[src/timer_one_pkg.sv]
package timer_one_pkg;

    // Core clock is the oscillator; the internal count clock is a quarter of it
    localparam int unsigned CLK_PERIOD_NS  = 10;
    localparam int unsigned INTERNAL_DIV   = 4;
    localparam logic [1:0]  INTERNAL_LAST  = 2'(INTERNAL_DIV - 1);

    // Register indices; byte address is four times the index
    localparam logic [5:0]  IDX_COUNT_LOW  = 6'h0E;
    localparam logic [5:0]  IDX_COUNT_HIGH = 6'h0F;
    localparam logic [5:0]  IDX_CONTROL    = 6'h10;
    localparam logic [5:0]  IDX_STATUS     = 6'h11;

    // Control register fields
    localparam int unsigned RUN_BIT        = 0;
    localparam int unsigned SOURCE_BIT     = 1;
    localparam int unsigned BYPASS_BIT     = 2;
    localparam int unsigned OSC_BIT        = 3;
    localparam int unsigned DIV_LSB        = 4;
    localparam int unsigned DIV_MSB        = 5;
    localparam logic [7:0]  CONTROL_RESET  = 8'h00;
    localparam logic [7:0]  CONTROL_MASK   = 8'h3F;

    // Status register field and count reset and maximum values
    localparam int unsigned FLAG_BIT       = 0;
    localparam logic [15:0] COUNT_RESET    = 16'h0000;
    localparam logic [15:0] COUNT_MAX      = 16'hFFFF;

    // Prescaler depth: three ripple stages give up to divide by 8
    localparam int unsigned PRESCALE_BITS  = 3;

endpackage

[src/count_prescaler.sv]
`timescale 1ns/1ps
`default_nettype none
module count_prescaler (
    input  wire logic       core_clk,
    input  wire logic       rst,
    input  wire logic       in_tick,
    input  wire logic       clear,
    input  wire logic [1:0] divide_select,
    output logic            out_tick,
    output logic            out_toggle
);
    logic [timer_one_pkg::PRESCALE_BITS-1:0] stage_q;
    logic [timer_one_pkg::PRESCALE_BITS:0]   carry;
    logic                                    out_tick_q;
    logic                                    out_toggle_q;

    assign carry[0] = in_tick;

    // Stage 0 flips on the input tick, each later stage on the carry out of the one below it
    genvar i;
    generate
        for (i = 0; i < timer_one_pkg::PRESCALE_BITS; i++) begin : g_stage
            assign carry[i+1] = carry[i] & stage_q[i];
            always_ff @(posedge core_clk or posedge rst) begin
                if (rst) begin
                    stage_q[i] <= 1'b0;
                end else if (clear) begin
                    stage_q[i] <= 1'b0;
                end else if (carry[i]) begin
                    stage_q[i] <= ~stage_q[i];
                end
            end
        end
    endgenerate

    // Tap the carry selected by the divide code
    always_ff @(posedge core_clk or posedge rst) begin
        if (rst) begin
            out_tick_q   <= 1'b0;
            out_toggle_q <= 1'b0;
        end else begin
            out_tick_q <= carry[divide_select] & ~clear;
            if (carry[divide_select] & ~clear) begin
                out_toggle_q <= ~out_toggle_q;
            end
        end
    end

    assign out_tick   = out_tick_q;
    assign out_toggle = out_toggle_q;

    div_two_a: assert property (@(posedge core_clk) disable iff (rst)
        (divide_select == 2'b01) && out_tick_q && !clear && !$past(clear) |-> !stage_q[0])
        else $error("divide by two output not on second input");

    clear_a: assert property (@(posedge core_clk) disable iff (rst)
        clear |=> (stage_q == '0) && !out_tick_q)
        else $error("prescaler not cleared");
endmodule
`default_nettype wire

[src/edge_synchronizer.sv]
`timescale 1ns/1ps
`default_nettype none
module edge_synchronizer (
    input  wire logic core_clk,
    input  wire logic rst,
    input  wire logic in_level,
    input  wire logic enable,
    output logic      out_pulse
);
    logic meta_q;
    logic stable_q;
    logic last_q;
    logic pulse_q;

    // Chain freezes while disabled and the pulse output is held low, as the phase clocks stop in sleep
    always_ff @(posedge core_clk or posedge rst) begin
        if (rst) begin
            meta_q   <= 1'b0;
            stable_q <= 1'b0;
            last_q   <= 1'b0;
            pulse_q  <= 1'b0;
        end else if (enable) begin
            meta_q   <= in_level;
            stable_q <= meta_q;
            last_q   <= stable_q;
            pulse_q  <= stable_q ^ last_q;
        end else begin
            pulse_q  <= 1'b0;
        end
    end

    assign out_pulse = pulse_q;

    frozen_a: assert property (@(posedge core_clk) disable iff (rst)
        !enable |=> !pulse_q && $stable(stable_q))
        else $error("synchronizer moved while disabled");
endmodule
`default_nettype wire

[src/sixteen_bit_counter.sv]
// Implementation choice: the Wishbone interface to the registers.
`timescale 1ns/1ps
`default_nettype none
module sixteen_bit_counter (
    input  wire logic        core_clk,
    input  wire logic        rst,
    input  wire logic        wb_cyc_i,
    input  wire logic        wb_stb_i,
    input  wire logic        wb_we_i,
    input  wire logic [7:0]  wb_adr_i,
    input  wire logic [3:0]  wb_sel_i,
    input  wire logic [31:0] wb_dat_i,
    output logic      [31:0] wb_dat_o,
    output logic             wb_ack_o,
    input  wire logic        ext_clock_pin,
    input  wire logic        crystal_input_pin,
    output logic             crystal_output_pin_o,
    output logic             crystal_output_pin_oe,
    input  wire logic        sleep_mode,
    output logic             overflow_flag,
    output logic             wake_request,
    output logic             timebase_valid
);
    logic [7:0]  control_q;
    logic [15:0] count_q;
    logic        flag_q;
    logic        ack_q;
    logic [31:0] dat_q;
    logic [1:0]  int_div_q;
    logic        ext_q;
    logic        ext_prev_q;
    logic        armed_q;
    logic        xtal_out_q;
    logic        xtal_oe_q;
    logic        wake_q;
    logic        timebase_q;

    logic        counter_run;
    logic        clock_source_select;
    logic        ext_sync_bypass;
    logic        crystal_osc_enable;
    logic [1:0]  input_divide_select;
    logic        async_mode;
    logic        sync_mode;

    logic        bus_req;
    logic        bus_write;
    logic [5:0]  word_idx;
    logic        write_low;
    logic        write_high;
    logic        write_control;
    logic        flag_clear;
    logic        count_write;
    logic [7:0]  read_byte;

    logic        int_tick;
    logic        ext_level;
    logic        ext_rise;
    logic        ext_fall;
    logic        src_tick;
    logic        pre_tick;
    logic        pre_toggle;
    logic        sync_pulse;
    logic        inc;
    logic        ovf_evt;

    assign counter_run         = control_q[timer_one_pkg::RUN_BIT];
    assign clock_source_select = control_q[timer_one_pkg::SOURCE_BIT];
    assign ext_sync_bypass     = control_q[timer_one_pkg::BYPASS_BIT];
    assign crystal_osc_enable  = control_q[timer_one_pkg::OSC_BIT];
    assign input_divide_select = control_q[timer_one_pkg::DIV_MSB:timer_one_pkg::DIV_LSB];

    // Bypass only matters with the external source selected
    assign async_mode = clock_source_select & ext_sync_bypass;
    assign sync_mode  = clock_source_select & ~ext_sync_bypass;

    // Wishbone decode; a write lands on the edge where ack is sampled
    assign bus_req       = wb_cyc_i & wb_stb_i;
    assign bus_write     = bus_req & ack_q & wb_we_i & wb_sel_i[0];
    assign word_idx      = wb_adr_i[7:2];
    assign write_low     = bus_write & (word_idx == timer_one_pkg::IDX_COUNT_LOW);
    assign write_high    = bus_write & (word_idx == timer_one_pkg::IDX_COUNT_HIGH);
    assign write_control = bus_write & (word_idx == timer_one_pkg::IDX_CONTROL);
    assign flag_clear    = bus_write & (word_idx == timer_one_pkg::IDX_STATUS)
                         & wb_dat_i[timer_one_pkg::FLAG_BIT];
    assign count_write   = write_low | write_high;

    always_comb begin
        read_byte = 8'h00;
        unique case (word_idx)
            timer_one_pkg::IDX_COUNT_LOW:  read_byte = count_q[7:0];
            timer_one_pkg::IDX_COUNT_HIGH: read_byte = count_q[15:8];
            timer_one_pkg::IDX_CONTROL:    read_byte = control_q;
            timer_one_pkg::IDX_STATUS:     read_byte = {7'h00, flag_q};
            default:                       read_byte = 8'h00;
        endcase
    end

    always_ff @(posedge core_clk or posedge rst) begin
        if (rst) begin
            ack_q <= 1'b0;
        end else begin
            ack_q <= bus_req & ~ack_q;
        end
    end

    // Count is a plain register on the core clock, so a byte is never torn
    always_ff @(posedge core_clk or posedge rst) begin
        if (rst) begin
            dat_q <= 32'h0000_0000;
        end else if (bus_req & ~ack_q) begin
            dat_q <= {24'h00_0000, read_byte};
        end
    end

    always_ff @(posedge core_clk or posedge rst) begin
        if (rst) begin
            control_q <= timer_one_pkg::CONTROL_RESET;
        end else if (write_control) begin
            control_q <= wb_dat_i[7:0] & timer_one_pkg::CONTROL_MASK;
        end
    end

    // Quarter-rate internal clock; stops with the core in sleep
    always_ff @(posedge core_clk or posedge rst) begin
        if (rst) begin
            int_div_q <= 2'b00;
        end else if (!sleep_mode) begin
            int_div_q <= int_div_q + 2'b01;
        end
    end

    assign int_tick = ~sleep_mode & (int_div_q == timer_one_pkg::INTERNAL_LAST);

    // Crystal input feeds the counter when the oscillator is on
    assign ext_level = crystal_osc_enable ? crystal_input_pin : ext_clock_pin;

    always_ff @(posedge core_clk or posedge rst) begin
        if (rst) begin
            ext_q      <= 1'b0;
            ext_prev_q <= 1'b0;
        end else begin
            ext_q      <= ext_level;
            ext_prev_q <= ext_q;
        end
    end

    assign ext_rise = ext_q & ~ext_prev_q;
    assign ext_fall = ~ext_q & ext_prev_q;

    // A pin already high at enable must not count as a rising edge
    always_ff @(posedge core_clk or posedge rst) begin
        if (rst) begin
            armed_q <= 1'b0;
        end else if (!counter_run || !clock_source_select) begin
            armed_q <= 1'b0;
        end else if (ext_fall) begin
            armed_q <= 1'b1;
        end
    end

    // Source mux: quarter clock or armed rising edges only
    assign src_tick = counter_run
                    & (clock_source_select ? (armed_q & ext_rise) : int_tick);

    count_prescaler u_prescaler (
        .core_clk      (core_clk),
        .rst           (rst),
        .in_tick       (src_tick),
        .clear         (count_write),
        .divide_select (input_divide_select),
        .out_tick      (pre_tick),
        .out_toggle    (pre_toggle)
    );

    // Prescaler output, not the raw pin, crosses the synchronizer
    edge_synchronizer u_sync (
        .core_clk  (core_clk),
        .rst       (rst),
        .in_level  (pre_toggle),
        .enable    (~sleep_mode),
        .out_pulse (sync_pulse)
    );

    // A tick arriving just as run drops is discarded, never half applied
    assign inc     = counter_run & (sync_mode ? sync_pulse : pre_tick);
    assign ovf_evt = inc & ~count_write & (count_q == timer_one_pkg::COUNT_MAX);

    // Writes win over an increment in the same cycle
    always_ff @(posedge core_clk or posedge rst) begin
        if (rst) begin
            count_q <= timer_one_pkg::COUNT_RESET;
        end else if (write_low) begin
            count_q[7:0] <= wb_dat_i[7:0];
        end else if (write_high) begin
            count_q[15:8] <= wb_dat_i[7:0];
        end else if (inc) begin
            count_q <= count_q + 16'h0001;
        end
    end

    // Set beats a clear arriving in the same cycle
    always_ff @(posedge core_clk or posedge rst) begin
        if (rst) begin
            flag_q <= 1'b0;
        end else if (ovf_evt) begin
            flag_q <= 1'b1;
        end else if (flag_clear) begin
            flag_q <= 1'b0;
        end
    end

    // Inverter held off when disabled; sleep does not touch it
    always_ff @(posedge core_clk or posedge rst) begin
        if (rst) begin
            xtal_out_q <= 1'b0;
            xtal_oe_q  <= 1'b0;
        end else begin
            xtal_oe_q  <= crystal_osc_enable;
            xtal_out_q <= crystal_osc_enable & ~crystal_input_pin;
        end
    end

    always_ff @(posedge core_clk or posedge rst) begin
        if (rst) begin
            wake_q     <= 1'b0;
            timebase_q <= 1'b1;
        end else begin
            wake_q     <= sleep_mode & async_mode & flag_q;
            timebase_q <= ~async_mode;
        end
    end

    assign wb_ack_o              = ack_q;
    assign wb_dat_o              = dat_q;
    assign crystal_output_pin_o  = xtal_out_q;
    assign crystal_output_pin_oe = xtal_oe_q;
    assign overflow_flag         = flag_q;
    assign wake_request          = wake_q;
    assign timebase_valid        = timebase_q;

    bus_ack_a: assert property (@(posedge core_clk) disable iff (rst)
        bus_req && !ack_q |=> ack_q ##1 !ack_q)
        else $error("ack not a single cycle after request");

    ovf_flag_a: assert property (@(posedge core_clk) disable iff (rst)
        ovf_evt |=> flag_q && (count_q == timer_one_pkg::COUNT_RESET))
        else $error("rollover did not zero count and set flag");

    run_hold_a: assert property (@(posedge core_clk) disable iff (rst)
        !counter_run && !count_write |=> $stable(count_q))
        else $error("count moved while stopped");

    sleep_hold_a: assert property (@(posedge core_clk) disable iff (rst)
        sync_mode && sleep_mode && $past(sleep_mode) |-> !inc)
        else $error("synchronized count advanced in sleep");

    arm_first_a: assert property (@(posedge core_clk) disable iff (rst)
        clock_source_select && !armed_q && ext_rise |=> !pre_tick)
        else $error("rising edge counted before a falling edge");

    low_write_a: assert property (@(posedge core_clk) disable iff (rst)
        write_low |=> count_q[7:0] == $past(wb_dat_i[7:0]))
        else $error("low byte write lost");

    xtal_off_a: assert property (@(posedge core_clk) disable iff (rst)
        !crystal_osc_enable |=> !crystal_output_pin_oe && !crystal_output_pin_o)
        else $error("crystal driver active while disabled");

    reserved_a: assert property (@(posedge core_clk) disable iff (rst)
        write_control |=> control_q[7:6] == 2'b00)
        else $error("reserved control bits set");

    wake_cause_a: assert property (@(posedge core_clk) disable iff (rst)
        wake_request |-> $past(async_mode && sleep_mode && flag_q))
        else $error("wake without async overflow in sleep");

    timebase_a: assert property (@(posedge core_clk) disable iff (rst)
        async_mode |=> !timebase_valid)
        else $error("async counter offered as timebase");
endmodule
`default_nettype wire

[config.mk]
export PLATFORM = sky130hd
export DESIGN_NAME = sixteen_bit_counter
export DESIGN_NICKNAME = d
export VERILOG_FILES = /design/src/timer_one_pkg.sv /design/src/count_prescaler.sv /design/src/edge_synchronizer.sv /design/src/sixteen_bit_counter.sv
export SDC_FILE = /design/constraint.sdc
export NUM_CORES = 1
export LEC_CHECK = 0
export BUFFER_PORTS_ARGS = -buffer_cell sky130_fd_sc_hd__buf_2
export CELL_PAD_IN_SITES_DETAIL_PLACEMENT = 1
export CELL_PAD_IN_SITES_GLOBAL_PLACEMENT = 1
export CORE_MARGIN = 2
export CORE_UTILIZATION = 34
export CTS_CLUSTER_DIAMETER = 100
export DETAILED_ROUTE_END_ITERATION = 16
export PLACE_DENSITY = 0.77
export SETUP_SLACK_MARGIN = 0.15
export SLEW_MARGIN = 20
export SYNTH_ARGS = -nofsm -noshare
export SYNTH_HDL_FRONTEND = slang
export SYNTH_SLANG_ARGS = --single-unit
export TNS_END_PERCENT = 50
[constraint.sdc]
create_clock -name core_clk -period 1.6 [get_ports core_clk]
set_clock_uncertainty 0.15 [all_clocks]
set_input_delay 0.08 -clock core_clk [delete_from_list [all_inputs] [get_ports core_clk]]
set_output_delay 0.08 -clock core_clk [all_outputs]
set_load 0.02 [all_outputs]
==> flow_summary.ini, run 1 <==
[placement]
portBuffers = 36
pre_cts_slack_ps = -234.1
dp.cells = 424
hpwl_um = 5442
place_area_um2 = 3162
globalplace.congestion = 0.8772

[floorplan]
dieArea_um2 = 8616
pin_count = 90
dieWidth_um = 92.83
core_um2 = 7687
placementRows = 32
die_y_um = 92.83
initial_utilization_pct = 34.90

[drt]
drc = 0
via_count = 2409
drt-initial-drc-count = 175
vias_per_cell = 5.248
drtPass1Iterations = 4
ant_nets = 0
wl_um = 8977
wl_per_cell_um = 19.56

[run_status]
violations = negative setup slack
status = finished, violations left

[timing]
layout_setup_ws_ps = -271.0
setup_viol = 23
fmax_mhz = 534.5
hold_violations = 0
slew_violations = 0
hold_ws_ps = 20.19
min_period_ps = 1871
grt_setup_unrepaired = true
post-route-period-util_pct = 116.9

[setup_path]
cp_max_fo = 3
cp.required_ps = 1690
cp-start-kind = flop
ff2ff_path_depth = 7
cp-end-kind = flop
r2r-end = count_q[10]
crit_type = flop to flop
r2r_slack_ps = -270
arrival_ps = 1960
r2r-start = count_q[1]

[power_and_ir_drop]
peakVddDrop_mv = 0.3911
p_leak_nw = 1.740
powerDensity_nw_per_um2 = 667.8
total_power_mw = 2.461

[synthesis]
syn-instance-count = 261
synth-edff-count = 0
synth.yosys.seq_area_share_pct = 46.69
synth.distinct_cells = 49
ys.flop_type = dfrtp_1
yosysWarnings = 0
async_reset_ff_share_pct = 100.0
syn_area_um2 = 2683
avgSynthCellArea_um2 = 10.28
synth-seq-cells = 50

[clocking]
clk_pin_slew_ps = 100
htree_levels = 2
cts_tree = yes
root_buffer = clkbuf_8
cts_buffers = 5
clk_path_buf_depth = 2
cts.sinks = 50
insertion_delay_ps = 320

[hold_path]
min_path_cells = 4
hold_end = wb_dat_o[4]
hp-class = input pin to flop
hp-start = wb_adr_i[7]

[layout]
finalNetCount = 410
antenna_cells = 0
drive_gt1_share_pct = 40.90
area_delta_synth_final_pct = 37.36
n_fill_cell = 880
finalNonFillerCells = 459
design_area_um2 = 3685
multi_input_area_um2 = 1435
regArea_um2 = 1255

[global_routing]
grt_max_degree = 23
grt_pass1_vias = 2524
antenna_found_initial = 0
grt.total_usage_pct = 19.73
grt_remaining_overflow = 0
grt_first_pass_wirelength_um = 13040

[job]
maxCapViolCount = 0
registers in the layout, summed over array words and instances (netlist names):
register                flops
count_q                    16
wb_dat_o                    8
control_q                   6
u_prescaler.stage_q         3
int_div_q                   2
armed_q                     1
crystal_output_pin_o        1
crystal_output_pin_oe       1
ext_prev_q                  1
ext_q                       1
overflow_flag               1
timebase_valid              1
u_prescaler.out_tick        1
u_prescaler.out_toggle      1
u_sync.last_q               1
u_sync.meta_q               1
u_sync.out_pulse            1
u_sync.stable_q             1
wake_request                1
wb_ack_o                    1
Yosys cell counts (2+ instances only):
| library cell | instances | area [um^2] |
|---|---|---|
| a21oi_1 | 11 | 55.05 |
| a221oi_1 | 2 | 17.52 |
| a22o_1 | 2 | 17.52 |
| a22oi_1 | 10 | 75.07 |
| and2_1 | 2 | 12.51 |
| and3_1 | 4 | 25.02 |
| and4_1 | 4 | 35.03 |
| buf_2 | 5 | 25.02 |
| buf_4 | 25 | 187.7 |
| dfrtp_1 | 49 | 1226 |
| ha_1 | 2 | 25.02 |
| inv_1 | 8 | 30.03 |
| mux2_2 | 11 | 123.9 |
| mux2i_1 | 2 | 20.02 |
| nand2_1 | 22 | 82.58 |
| nand2_2 | 2 | 12.51 |
| nand3_1 | 15 | 75.07 |
| nand4_1 | 7 | 43.79 |
| nand4b_1 | 3 | 26.28 |
| nor2_1 | 19 | 71.32 |
| nor2b_1 | 2 | 12.51 |
| o2111ai_1 | 2 | 17.52 |
| o211ai_1 | 2 | 15.01 |
| o21ai_0 | 10 | 50.05 |
| or2_2 | 2 | 12.51 |
| xnor2_1 | 3 | 26.28 |
| xor2_1 | 13 | 113.9 |
critical path, cell delays in order, from the launching register on:
cell and delay (ps):
dfrtp_1 420, ha_2 230, nand3_2 130, nor3_4 170
buf_4 170, nand4b_1 180, xor2_1 200, a21oi_1 150
area by class of cell:
class	count	share of cell area (%)
flip-flops and latches	50	34.06
repair buffers	97	20.27
inverters	8	0.8149
multi-input cells	194	38.95
clock inverters	3	0.5773
clock buffers	5	1.868
well taps	102	3.463
metal layers:
metal	track usage (%)	wire length [um]	vias up
li1	-	-	1065
met1	24.63	3533	1206
met2	34.54	4575	110
met3	2.766	564	28
met4	7.353	303	0
met5	0	0	-
what timing repair did:
action	in CTS	in global routing
setup endpoints to repair	35	35
pin swaps	25	17
gates cloned	1	0
resized for setup	33	20
hold buffers	12	0
hold endpoints to repair	78	0
buffers inserted	8	6
logic make-up (layout without fill, tap and decap cells):
| group | count (synthesis) | after routing | synth area share (%) |
|---|---|---|---|
| multiplexers | 14 | 14 | 6.203 |
| buffers and inverters | 40 | 113 | 9.608 |
| AND/OR/NAND/NOR | 92 | 92 | 18.70 |
| AO/OA/AOI/OAI | 46 | 46 | 12.50 |
| XOR/XNOR | 16 | 16 | 5.224 |
| other | 1 | 24 | 0.1398 |
| adder cells (fa/ha/maj) | 2 | 2 | 0.9327 |
| flip-flops | 50 | 50 | 46.69 |
cell usage in the layout, fill, tap and decap left out, types with 3 or more instances in the layout:
cell type      count
a21oi_1           10
mux2_2            11
conb_1            24
nand3_4            4
and3_1             4
a22oi_1           10
buf_2             36
xnor2_1            3
nand4b_1           3
o21ai_1            7
nand4_1            7
buf_12             3
nand2_2            3
xor2_1            12
dlygate4sd3_1     12
nand2_1           20
nand3_2            5
nor2_1            18
buf_4             35
inv_1              6
nand3_1            6
clkbuf_8           5
dfrtp_1           47
buf_6             11
worst max-delay path by stage:
stage                             end  slack (ps)         start  cells past startpoint
6_report                  count_q[10]        -270    count_q[1]                      7
5_1_grt                   count_q[11]        -330    count_q[3]                      5
4_1_cts        u_prescaler.out_toggle        -220  int_div_q[0]                      6
3_5_place_dp   u_prescaler.out_toggle        -230  int_div_q[0]                      6
3_3_place_gp   u_prescaler.out_toggle        -180  int_div_q[0]                      6
2_1_floorplan              count_q[6]        -110  control_q[1]                      5
through the flow:
step	setup TNS (ps)	utilization [%]
after floorplan	-637.1	-
final	-3665	47.93
after global placement	-3124	41.13
after CTS	-1890	46.04
after global routing	-5490	47.93
after detailed placement	-4159	41.13
power breakdown:
group / switching (mW) / internal [mW] / total, mW
logic: 0.194 / 0.154 / 0.348
clock network: 0.466 / 0.308 / 0.775
registers: 0.0286 / 1.31 / 1.34
(Power assumes the default switching activity.)
==> run 2, diff against run 1 <==
--- a/config.mk
+++ b/config.mk
@@ -12,6 +12,7 @@
 export CORE_UTILIZATION = 34
 export CTS_CLUSTER_DIAMETER = 100
 export DETAILED_ROUTE_END_ITERATION = 16
+export MAX_ROUTING_LAYER = met4
 export PLACE_DENSITY = 0.77
 export SETUP_SLACK_MARGIN = 0.15
 export SLEW_MARGIN = 20
==> run 2 against run 1 <==
  * The run still ends with negative setup slack left
  * Setup slack improved by 0.84 ps
  * First-iteration DRC count shrank 0.57%
  * Final area unchanged
  * Wire length about the same
  * Maximum frequency about the same
  * Global-route usage rose by 0.53 points
  * Via count is 0.50% higher
  * Cell count unchanged
==> flow_summary.ini, run 2 (same netlist as run 1, synthesis figures left out) <==
[run_status]
status = finished, violations left
violations = negative setup slack

[setup_path]
cp_max_fo = 3
cp-start-kind = flop
cp.required_ps = 1690
cp-end-kind = flop
r2r_slack_ps = -270
r2r-start = count_q[1]
arrival_ps = 1960
ff2ff_path_depth = 7
crit_type = flop to flop
r2r-end = count_q[10]

[clocking]
clk_path_buf_depth = 2
insertion_delay_ps = 320
htree_levels = 2
cts.sinks = 50
clk_pin_slew_ps = 100
root_buffer = clkbuf_8
cts_buffers = 5
cts_tree = yes

[floorplan]
dieArea_um2 = 8616
core_um2 = 7687
placementRows = 32
die_y_um = 92.83
initial_utilization_pct = 34.90
pin_count = 90
dieWidth_um = 92.83

[timing]
post-route-period-util_pct = 116.9
fmax_mhz = 534.7
setup_viol = 25
hold_violations = 0
min_period_ps = 1870
slew_violations = 0
grt_setup_unrepaired = true
hold_ws_ps = 14.26
layout_setup_ws_ps = -270.2

[placement]
hpwl_um = 5442
portBuffers = 36
globalplace.congestion = 0.8917
pre_cts_slack_ps = -234.1

[drt]
wl_um = 8976
via_count = 2421
vias_per_cell = 5.275
drt-initial-drc-count = 174
wl_per_cell_um = 19.56
drtPass1Iterations = 4
drc = 0
ant_nets = 0

[layout]
finalNetCount = 410
area_delta_synth_final_pct = 37.36
largest_register = count_q
largest_register_ffs = 16
drive_gt1_share_pct = 40.90
n_fill_cell = 880
layout_commonest_cell = dfrtp_1
layout_common_cells = 47 x dfrtp_1, 36 x buf_2, 35 x buf_4, 24 x conb_1, 20 x nand2_1
antenna_cells = 0

[power_and_ir_drop]
netSwitchingFraction_pct = 28.20
p_leak_nw = 1.740
peakVddDrop_mv = 0.3876
p_switching_uw = 696.0
power_frac_comb_pct = 14.1
intPower_mw = 1.772
powerDensity_nw_per_um2 = 669.8
sequentialPowerShare_pct = 54.2
pwr-share-clk_pct = 31.7

[global_routing]
grt_pass1_vias = 2529
grt_first_pass_wirelength_um = 13030
grt_remaining_overflow = 0
grt_max_degree = 23
antenna_found_initial = 0
grt.total_usage_pct = 20.26

[hold_path]
min_path_cells = 4
hold_end = wb_dat_o[4]
hp-start = wb_adr_i[7]
hp-class = input pin to flop

[job]
maxCapViolCount = 0
[run 2: cell counts in the layout (fill, tap and decap cells not counted)]
Identical to the previous run, type by type.
[run 2: power by group through the flow]
stage / combinational (mW) / sequential, mW / clock, mW
after global routing: 0.387 / 1.34 / 0.858
final: 0.348 / 1.34 / 0.782
after CTS: 0.337 / 1.34 / 0.783
after floorplan: 0.227 / 1.37 / 0
after detailed placement: 0.308 / 1.36 / 0
after global placement: 0.299 / 1.36 / 0
[run 2: critical path, cell delays in order, from the launching register on]
cell      delay [ps]
dfrtp_1          420
ha_2             240
nand3_2          130
nor3_4           170
buf_4            180
nand4b_1         180
xor2_1           200
a21oi_1          140
[run 2: worst max-delay path by stage]
stage,from,endpoint,slack [ps],cells past startpoint
finish,count_q[1],count_q[10],-270,7
global route,count_q[3],count_q[11],-330,5
CTS,int_div_q[0],u_prescaler.out_toggle,-220,6
detailed placement,int_div_q[0],u_prescaler.out_toggle,-230,6
global placement,int_div_q[0],u_prescaler.out_toggle,-180,6
floorplan,control_q[1],count_q[6],-110,5
[run 2: final cells by class]
class / count / area, um^2 / area share, %
Multi-Input combinational cell: 194 / 1435 / 38.95
Sequential cell: 50 / 1255 / 34.06
Timing Repair Buffer: 97 / 747.0 / 20.27
Tap cell: 102 / 127.6 / 3.463
Clock buffer: 5 / 68.82 / 1.868
Inverter: 8 / 30.03 / 0.8149
Clock inverter: 3 / 21.27 / 0.5773
[run 2: through the flow]
step           instance area (um^2)  instances  TNS [ps]  utilization (%)  total power [mW]
2_1_floorplan                  2818        284    -637.1                -             1.594
3_3_place_gp                   3162        424     -3124            41.13             1.659
3_5_place_dp                   3162        424     -4159            41.13             1.672
4_1_cts                        3540        453     -1890            46.04             2.459
5_1_grt                        3685        459     -5475            47.93             2.590
6_report                       3685        459     -3813            47.93             2.468
[run 2: layer usage]
layer	vias to the layer above	global-route usage [%]	share of wire [%]
li1	1069	-	-
met1	1214	24.78	40
met2	103	34.30	50
met3	35	2.766	5.2
met4	0	7.353	4.0
met5	-	-	0
[run 2: what timing repair did]
item / 4_1_cts / 5_1_grt
endpoints found under the hold margin: 78 / 0
setup buffers: 8 / 6
endpoints found under the setup margin: 35 / 35
pin swaps: 25 / 17
hold buffers: 12 / 0
gates resized for setup: 33 / 20
gates cloned: 1 / 0
